==> src/pscs_pkg.sv <==
package pscs_pkg;

    // ----------------------------------------------------------------
    // Interface mode codes
    // ----------------------------------------------------------------
    typedef enum logic [1:0] {
        PSCS_MODE_SPI = 2'b00,
        PSCS_MODE_I2C = 2'b01,
        PSCS_MODE_PIN = 2'b10,
        PSCS_MODE_RSV = 2'b11
    } pscs_mode_e;

    // ----------------------------------------------------------------
    // Loader states
    // ----------------------------------------------------------------
    typedef enum logic [1:0] {
        PSCS_ST_RESET = 2'b00,
        PSCS_ST_LOAD  = 2'b01,
        PSCS_ST_RUN   = 2'b10
    } pscs_state_e;

    // ----------------------------------------------------------------
    // Register map (word offsets in bytes)
    // ----------------------------------------------------------------
    localparam logic [3:0] PSCS_ADDR_CTRL    = 4'h0;
    localparam logic [3:0] PSCS_ADDR_STATUS  = 4'h4;
    localparam logic [3:0] PSCS_ADDR_SUPPLY  = 4'h8;
    localparam logic [3:0] PSCS_ADDR_PRESET  = 4'hc;

    // Control register fields
    localparam int PSCS_CTRL_STAT0_LSB = 0;
    localparam int PSCS_CTRL_STAT1_LSB = 2;
    localparam int PSCS_CTRL_MANSEL    = 4;
    localparam int PSCS_CTRL_REFSEL    = 5;
    localparam logic [5:0] PSCS_CTRL_RESET = 6'h11;

    // Status pin sources selectable in host modes
    localparam logic [1:0] PSCS_SRC_LOCK = 2'h0;
    localparam logic [1:0] PSCS_SRC_LOSS = 2'h1;
    localparam logic [1:0] PSCS_SRC_SEC  = 2'h2;
    localparam logic [1:0] PSCS_SRC_ZERO = 2'h3;

    localparam logic [7:0] PSCS_SUPPLY_RESET = 8'h00;
    localparam int         PSCS_NUM_PRESETS  = 32;

    // ----------------------------------------------------------------
    // Applied configuration carrier
    // ----------------------------------------------------------------
    typedef struct packed {
        logic [1:0] mode;
        logic [4:0] preset;
        logic       pin_mode;
        logic       manual_input_selection;
        logic       supply_level_select;
    } pscs_cfg_s;

endpackage : pscs_pkg

==> src/pscs_top.sv <==
// The implementer's own choices: the Avalon-MM slave port and the register offsets.
`timescale 1ns/10ps
// How it works
// - Mode pins 10 select power-up from one of 32 stored presets.
// - In pin mode the 5-bit control code picks the preset.
// - Chosen preset sets frequencies and output types at start-up.
// - Pin mode puts the input multiplexer under manual selection.
// - Manual mode routes primary or secondary input per reference-select pin.
// - Pin mode drives status pins with lock and loss-of-reference.
// - Host modes let register settings choose status pin sources.
module pscs_top (
    // Clock and reset
    input  wire logic                CLK_I,
    input  wire logic                RST_N_I,
    // Strap pins
    input  wire logic [1:0]          MODE_I,
    input  wire logic [4:0]          PRESET_CODE_I,
    input  wire logic                REF_SELECT_I,
    input  wire logic                SUPPLY_LEVEL_SELECT_I,
    // PLL status from the analogue side
    input  wire logic                PLL_LOCK_I,
    input  wire logic                REF_LOSS_I,
    // Avalon-MM slave
    input  wire logic [3:0]          AVS_ADDRESS_I,
    input  wire logic                AVS_READ_I,
    input  wire logic                AVS_WRITE_I,
    input  wire logic [31:0]         AVS_WRITEDATA_I,
    output logic      [31:0]         AVS_READDATA_O,
    output logic                     AVS_WAITREQUEST_O,
    // Configuration outputs
    output pscs_pkg::pscs_cfg_s      CFG_O,
    output logic                     CFG_VALID_O,
    output logic                     REF_SECONDARY_O,
    output logic                     LOCK_INDICATOR_PIN_O,
    output logic                     REF_LOSS_INDICATOR_PIN_O
);
    import pscs_pkg::*;

    // ----------------------------------------------------------------
    // State
    // ----------------------------------------------------------------
    pscs_state_e state_reg,    state_next;
    pscs_cfg_s   cfg_reg,      cfg_next;
    logic [5:0]  ctrl_reg,     ctrl_next;
    logic [7:0]  supply_reg,   supply_next;
    logic        ack_reg,      ack_next;
    logic [31:0] rdata_reg,    rdata_next;
    logic        refsec_reg,   refsec_next;
    logic        stat0_reg,    stat0_next;
    logic        stat1_reg,    stat1_next;
    logic        valid_reg,    valid_next;
    logic        wait_reg,     wait_next;

    logic        req;

    // Status source mux, used for both pins
    function automatic logic pick_src(input logic [1:0] sel, input logic lock,
                                      input logic loss, input logic sec);
        unique case (sel)
            PSCS_SRC_LOCK: pick_src = lock;
            PSCS_SRC_LOSS: pick_src = loss;
            PSCS_SRC_SEC:  pick_src = sec;
            PSCS_SRC_ZERO: pick_src = 1'b0;
        endcase
    endfunction : pick_src

    assign req = AVS_READ_I | AVS_WRITE_I;

    // ----------------------------------------------------------------
    // Next-state logic
    // ----------------------------------------------------------------
    // Mode, preset and supply straps latched only in LOAD; later changes to them are ignored
    always_comb begin
        state_next  = state_reg;
        cfg_next    = cfg_reg;
        ctrl_next   = ctrl_reg;
        supply_next = supply_reg;
        ack_next    = 1'b0;
        rdata_next  = rdata_reg;
        unique case (state_reg)
            PSCS_ST_RESET: state_next = PSCS_ST_LOAD;
            PSCS_ST_LOAD: begin
                cfg_next.mode     = MODE_I;
                cfg_next.pin_mode = (MODE_I == PSCS_MODE_PIN);
                cfg_next.preset   = (MODE_I == PSCS_MODE_PIN) ? PRESET_CODE_I
                                                              : 5'h00;
                cfg_next.manual_input_selection = 1'b1;
                cfg_next.supply_level_select    = SUPPLY_LEVEL_SELECT_I;
                state_next = PSCS_ST_RUN;
            end
            PSCS_ST_RUN: begin
                // One-cycle wait then acknowledge; waitrequest drops on ack
                if (req && !ack_reg) begin
                    ack_next = 1'b1;
                    unique case (AVS_ADDRESS_I)
                        PSCS_ADDR_CTRL:   rdata_next = {26'h0, ctrl_reg};
                        PSCS_ADDR_STATUS: rdata_next = {27'h0, refsec_reg,
                                                        REF_LOSS_I, PLL_LOCK_I,
                                                        cfg_reg.mode};
                        PSCS_ADDR_SUPPLY: rdata_next = {24'h0, supply_reg};
                        PSCS_ADDR_PRESET: rdata_next = {22'h0, cfg_reg.supply_level_select,
                                                        cfg_reg.pin_mode, 3'h0,
                                                        cfg_reg.preset};
                        default:          rdata_next = 32'h0;
                    endcase
                end
                // Write lands only at the edge where waitrequest is seen low
                if (AVS_WRITE_I && ack_reg && !cfg_reg.pin_mode) begin
                    if (AVS_ADDRESS_I == PSCS_ADDR_CTRL)
                        ctrl_next = AVS_WRITEDATA_I[5:0];
                    if (AVS_ADDRESS_I == PSCS_ADDR_SUPPLY)
                        supply_next = AVS_WRITEDATA_I[7:0];
                end
            end
            default: state_next = PSCS_ST_RESET;
        endcase
        // Registered copies, so the pins carry no decode glitches
        valid_next = (state_next == PSCS_ST_RUN);
        wait_next  = ~ack_next;
    end

    // Reference routing and status pins
    always_comb begin
        if (cfg_reg.pin_mode || ctrl_reg[PSCS_CTRL_MANSEL])
            refsec_next = REF_SELECT_I;
        else
            refsec_next = ctrl_reg[PSCS_CTRL_REFSEL] | REF_LOSS_I;
        if (cfg_reg.pin_mode) begin
            stat0_next = PLL_LOCK_I;
            stat1_next = REF_LOSS_I;
        end else begin
            stat0_next = pick_src(ctrl_reg[PSCS_CTRL_STAT0_LSB +: 2],
                                  PLL_LOCK_I, REF_LOSS_I, refsec_reg);
            stat1_next = pick_src(ctrl_reg[PSCS_CTRL_STAT1_LSB +: 2],
                                  PLL_LOCK_I, REF_LOSS_I, refsec_reg);
        end
    end

    // ----------------------------------------------------------------
    // Registers
    // ----------------------------------------------------------------
    always_ff @(posedge CLK_I) begin
        if (!RST_N_I) begin
            state_reg  <= PSCS_ST_RESET;
            cfg_reg    <= '0;
            ctrl_reg   <= PSCS_CTRL_RESET;
            supply_reg <= PSCS_SUPPLY_RESET;
            ack_reg    <= 1'b0;
            rdata_reg  <= 32'h0;
            refsec_reg <= 1'b0;
            stat0_reg  <= 1'b0;
            stat1_reg  <= 1'b0;
            valid_reg  <= 1'b0;
            wait_reg   <= 1'b1;
        end else begin
            state_reg  <= state_next;
            cfg_reg    <= cfg_next;
            ctrl_reg   <= ctrl_next;
            supply_reg <= supply_next;
            ack_reg    <= ack_next;
            rdata_reg  <= rdata_next;
            refsec_reg <= refsec_next;
            stat0_reg  <= stat0_next;
            stat1_reg  <= stat1_next;
            valid_reg  <= valid_next;
            wait_reg   <= wait_next;
        end
    end

    // Outputs straight from flops
    assign CFG_O                    = cfg_reg;
    assign CFG_VALID_O              = valid_reg;
    assign AVS_WAITREQUEST_O        = wait_reg;
    assign AVS_READDATA_O           = rdata_reg;
    assign REF_SECONDARY_O          = refsec_reg;
    assign LOCK_INDICATOR_PIN_O     = stat0_reg;
    assign REF_LOSS_INDICATOR_PIN_O = stat1_reg;

    // ----------------------------------------------------------------
    // Checks
    // ----------------------------------------------------------------
    cfg_held_a: assert property (@(posedge CLK_I) disable iff (!RST_N_I)
        (state_reg == PSCS_ST_RUN) |=> $stable(cfg_reg))
        else $error("configuration changed after load");
    pin_decode_a: assert property (@(posedge CLK_I) disable iff (!RST_N_I)
        (state_reg == PSCS_ST_LOAD) |=> (cfg_reg.pin_mode == ($past(MODE_I) == 2'b10)))
        else $error("pin mode decode wrong");
    preset_pick_a: assert property (@(posedge CLK_I) disable iff (!RST_N_I)
        (state_reg == PSCS_ST_LOAD && MODE_I == 2'b10) |=>
        (cfg_reg.preset == $past(PRESET_CODE_I)))
        else $error("preset not captured");
    preset_valid_a: assert property (@(posedge CLK_I) disable iff (!RST_N_I)
        (state_reg == PSCS_ST_LOAD) |=> CFG_VALID_O)
        else $error("configuration not applied");
    manual_mux_a: assert property (@(posedge CLK_I) disable iff (!RST_N_I)
        CFG_VALID_O |-> cfg_reg.manual_input_selection)
        else $error("mux not manual");
    ref_route_a: assert property (@(posedge CLK_I) disable iff (!RST_N_I)
        (cfg_reg.pin_mode && CFG_VALID_O) |=> (REF_SECONDARY_O == $past(REF_SELECT_I)))
        else $error("reference select not followed");
    stat_pin_a: assert property (@(posedge CLK_I) disable iff (!RST_N_I)
        (cfg_reg.pin_mode && $past(cfg_reg.pin_mode)) |->
        (LOCK_INDICATOR_PIN_O == $past(PLL_LOCK_I)) &&
        (REF_LOSS_INDICATOR_PIN_O == $past(REF_LOSS_I)))
        else $error("status pins wrong in pin mode");
    stat_prog_a: assert property (@(posedge CLK_I) disable iff (!RST_N_I)
        (!cfg_reg.pin_mode && ctrl_reg[1:0] == 2'h3 && $stable(ctrl_reg)) |=>
        !LOCK_INDICATOR_PIN_O)
        else $error("status source not honoured");
    bus_ack_a: assert property (@(posedge CLK_I) disable iff (!RST_N_I)
        (CFG_VALID_O && req && AVS_WAITREQUEST_O) |=> !AVS_WAITREQUEST_O)
        else $error("bus answer late");
    supply_land_a: assert property (@(posedge CLK_I) disable iff (!RST_N_I)
        (AVS_WRITE_I && !AVS_WAITREQUEST_O && !cfg_reg.pin_mode &&
         AVS_ADDRESS_I == PSCS_ADDR_SUPPLY) |=>
        ({24'h0, supply_reg} == ($past(AVS_WRITEDATA_I) & 32'h000000ff)))
        else $error("supply write not landed");
    pin_ctrl_ro_a: assert property (@(posedge CLK_I) disable iff (!RST_N_I)
        (cfg_reg.pin_mode && CFG_VALID_O) |=> $stable(ctrl_reg))
        else $error("control changed in pin mode");

endmodule : pscs_top

==> config.mk <==
export PLATFORM = sky130hd
export DESIGN_NAME = pscs_top
export DESIGN_NICKNAME = d
export VERILOG_FILES = /design/src/pscs_pkg.sv /design/src/pscs_top.sv
export SDC_FILE = /design/constraint.sdc
export NUM_CORES = 1
export LEC_CHECK = 0
export ABC_CLOCK_PERIOD_IN_PS = 2300
export BUFFER_PORTS_ARGS = -buffer_cell sky130_fd_sc_hd__buf_4
export CORE_ASPECT_RATIO = 1.25
export CORE_MARGIN = 2
export CORE_UTILIZATION = 49
export CTS_BUF_LIST = sky130_fd_sc_hd__clkbuf_16
export CTS_CLUSTER_DIAMETER = 120
export CTS_CLUSTER_SIZE = 14
export DETAILED_ROUTE_END_ITERATION = 10
export GPL_TIMING_DRIVEN = 0
export PLACE_DENSITY_LB_ADDON = 0.15
export SYNTH_ARGS = -nofsm -noshare
export SYNTH_HDL_FRONTEND = slang
export SYNTH_SLANG_ARGS = --single-unit
==> constraint.sdc <==
create_clock -name CLK_I -period 2.3 [get_ports CLK_I]
set_input_delay 0.46 -clock CLK_I [delete_from_list [all_inputs] [get_ports CLK_I]]
set_output_delay 0.46 -clock CLK_I [all_outputs]
set_load 0.02 [all_outputs]
==> results.cfg <==
[run_status]
status = finished clean

[clocking]
cts_setup_buffers = 0
ctsHoldBuffers = 0
cts_root_buf = clkbuf_16
clkTransAtPathRegs_ns = 0.06
cts_made_buffers = 5
cts.sinks = 41
clockBufferDepth = 2
cts-resized-gates = 0
clk_latency_ns = 0.28
tritoncts = built
cts_htree_levels = 2

[timing]
whs_ns = 0.421
rsz0062_at_grt = no
setup_viol = 0
setup_ws_ns = 0.570
period_share_pct = 75.2
finalMaxSlewViolations = 0
setup_tns_ns = 0
hold_violations = 0
period_needed_ns = 1.73
fin_worst_skew_ns = 0.00281
tightest_slew_ns = 0.652
maxSlewHeadroom_pct = 56.3
fmax_mhz = 578

[min_path]
min_path_type = in2reg
whs_endpoint = CFG_O[0]
worstHoldStart = SUPPLY_LEVEL_SELECT_I
whs_path_depth = 3

[worst_setup_path]
path_buf_inv = 1
reg2reg_from = CFG_O[2]
cp.arrival_ns = 1.94
cp_top_family = simple AND/OR/NAND/NOR gates
crit_required_ns = 2.51
crit_chain = clkbuf_1, nand4b_1, nor3_2, mux2i_1
start_kind = flop
critical_path_class = reg2reg
slowest_delay_ns = 0.57
r2r_slack_ns = 0.57
r2r-end = ctrl_reg[3]
worst_path_max_delay_cell = nor3_2
end_kind = flop
reg2reg_depth = 4
path_max_fanout = 9

[placement]
globalplace.congestion = 0.898
port_buffers = 51
placed_area_sq_um = 2490
pre_cts_slack_ns = 0.482
dp.final_hpwl_um = 3460

[grt]
gr-total-overflow = 0
antenna_found_initial = 0
grt.total_usage_pct = 21.4
grt_pass1_wl_um = 7080
grt_start_max_net_pins = 12
grt_pass1_vias = 1514

[route]
routed_wl_um = 4600
wire_per_inst_um = 13.1
drt_iter0_drc = 43
vias = 1687
vias_per_cell = 4.81
drtAntennaViolNets = 0
drt_first_pass_iters = 4
drc = 0

[layout]
final_layout_size_suffix_gt1_share_pct = 29.3
fin_area_sq_um = 2620
syn_to_final_growth_pct = 33.7
num_antenna_cells = 0
finish.net_count = 351

[yosys]
synth-main-ff-cell = dfxtp_1
synth_most_common_cell = dfxtp_1
yosysSeqAreaShare_pct = 41.8
synth_top_area_cell = dfxtp_1
synth_edf_count = 0
synth_area_leaders = dfxtp_1 (42%), mux2i_1 (15%), buf_4 (8.8%), nand2_1 (4.8%), nor2_1 (3.3%)
synthCells = 218
syn_avg_cell_area_sq_um = 9.00
synth_cell_types = 34
synth_top_area_share_pct = 41.8
ys_ff_latch = 41
netlist_area_sq_um = 1960
ys_top_cells_by_count = dfxtp_1 (41), mux2i_1 (29), nand2_1 (25)
async_flop_share_pct = 0
ys_warn_count = 0

[power]
power_leakage_nw = 1.15
ir_drop_mv = 0.556
powerDensity_nw_per_um2 = 654

[floorplan]
die_area_sq_um = 4530
die_h_um = 74.7
rows = 25
ios = 98
start_util_pct = 51.4
core_sq_um = 3820
die_x_um = 60.6

[run]
drv_cap = 0
logic make-up after synthesis:
| kind of cell | after synthesis | synth area share [%] |
|---|---|---|
| flops | 41 | 41.8 |
| simple gates | 75 | 19.5 |
| fa+ha+maj | 3 | 1.91 |
| mux | 29 | 14.8 |
| other cells | 1 | 0.191 |
| compound gates | 33 | 10.4 |
| buf+inv | 36 | 11.4 |
area by class of cell:
class                           count  area, sq um
Buffer                             31          204
Clock buffer                        5          125
Clock inverter                      2         7.51
Fill cell                         335         1190
Inverter                            5         18.8
Multi-Input combinational cell    162          997
Sequential cell                    41          821
Tap cell                           54         67.6
Timing Repair Buffer               51          383
where the power goes:
part	leakage [nW]	switching [mW]	internal, mW	total, mW
registers	0.333	0.0184	0.737	0.755
clock network	0.0685	0.262	0.388	0.650
logic	0.749	0.174	0.137	0.312
total	1.15	0.455	1.26	1.72
worst max-delay path by stage:
stage	from	to	slack, ns	depth (start not counted)
floorplan	AVS_ADDRESS_I[1]	AVS_READDATA_O[5]	0.76	3
global placement	AVS_ADDRESS_I[1]	ctrl_reg[3]	0.50	4
detailed placement	AVS_ADDRESS_I[1]	ctrl_reg[5]	0.48	4
CTS	CFG_O[2]	ctrl_reg[3]	0.56	4
global route	CFG_O[2]	ctrl_reg[1]	0.45	4
finish	CFG_O[2]	ctrl_reg[3]	0.57	4
worst register-to-register path, delay by kind of cell (launching register included):
| family | cells | cell delay [ns] |
|---|---|---|
| buffers and inverters | 1 | 0.22 |
| and+or+nand+nor | 2 | 0.85 |
| DFF | 1 | 0.31 |
| muxes | 1 | 0.27 |
layer usage:
layer	GRT usage (%)	vias to the layer above	routed length, um
li1	-	864	-
met1	25.1	756	1880
met2	36.0	62	2400
met3	5.84	5	261
met4	9.90	0	57
met5	0	-	0
stage by stage:
| stage | std cells | power [mW] | utilization, % |
|---|---|---|---|
| after floorplan | 239 | 0.970 | - |
| after global placement | 344 | 1.07 | 65.3 |
| after detailed placement | 344 | 1.08 | 65.3 |
| after CTS | 351 | 1.72 | 68.8 |
| after global routing | 351 | 1.79 | 68.8 |
| final | 351 | 1.72 | 68.8 |
cell usage in the layout, fill, tap and decap left out, drive strengths merged, types with 2 or more instances in the layout:
master,instances
a21oi,12
and2,2
buf,76
clkbuf,11
conb,22
dfxtp,41
ha,3
inv,6
mux2i,29
nand2,25
nand2b,6
nand3,5
nand4,5
nor2,17
nor2b,4
nor3,2
o21ai,8
o22a,5
o22ai,5
or3,2
Note: power is estimated with default switching activity, not from simulation.
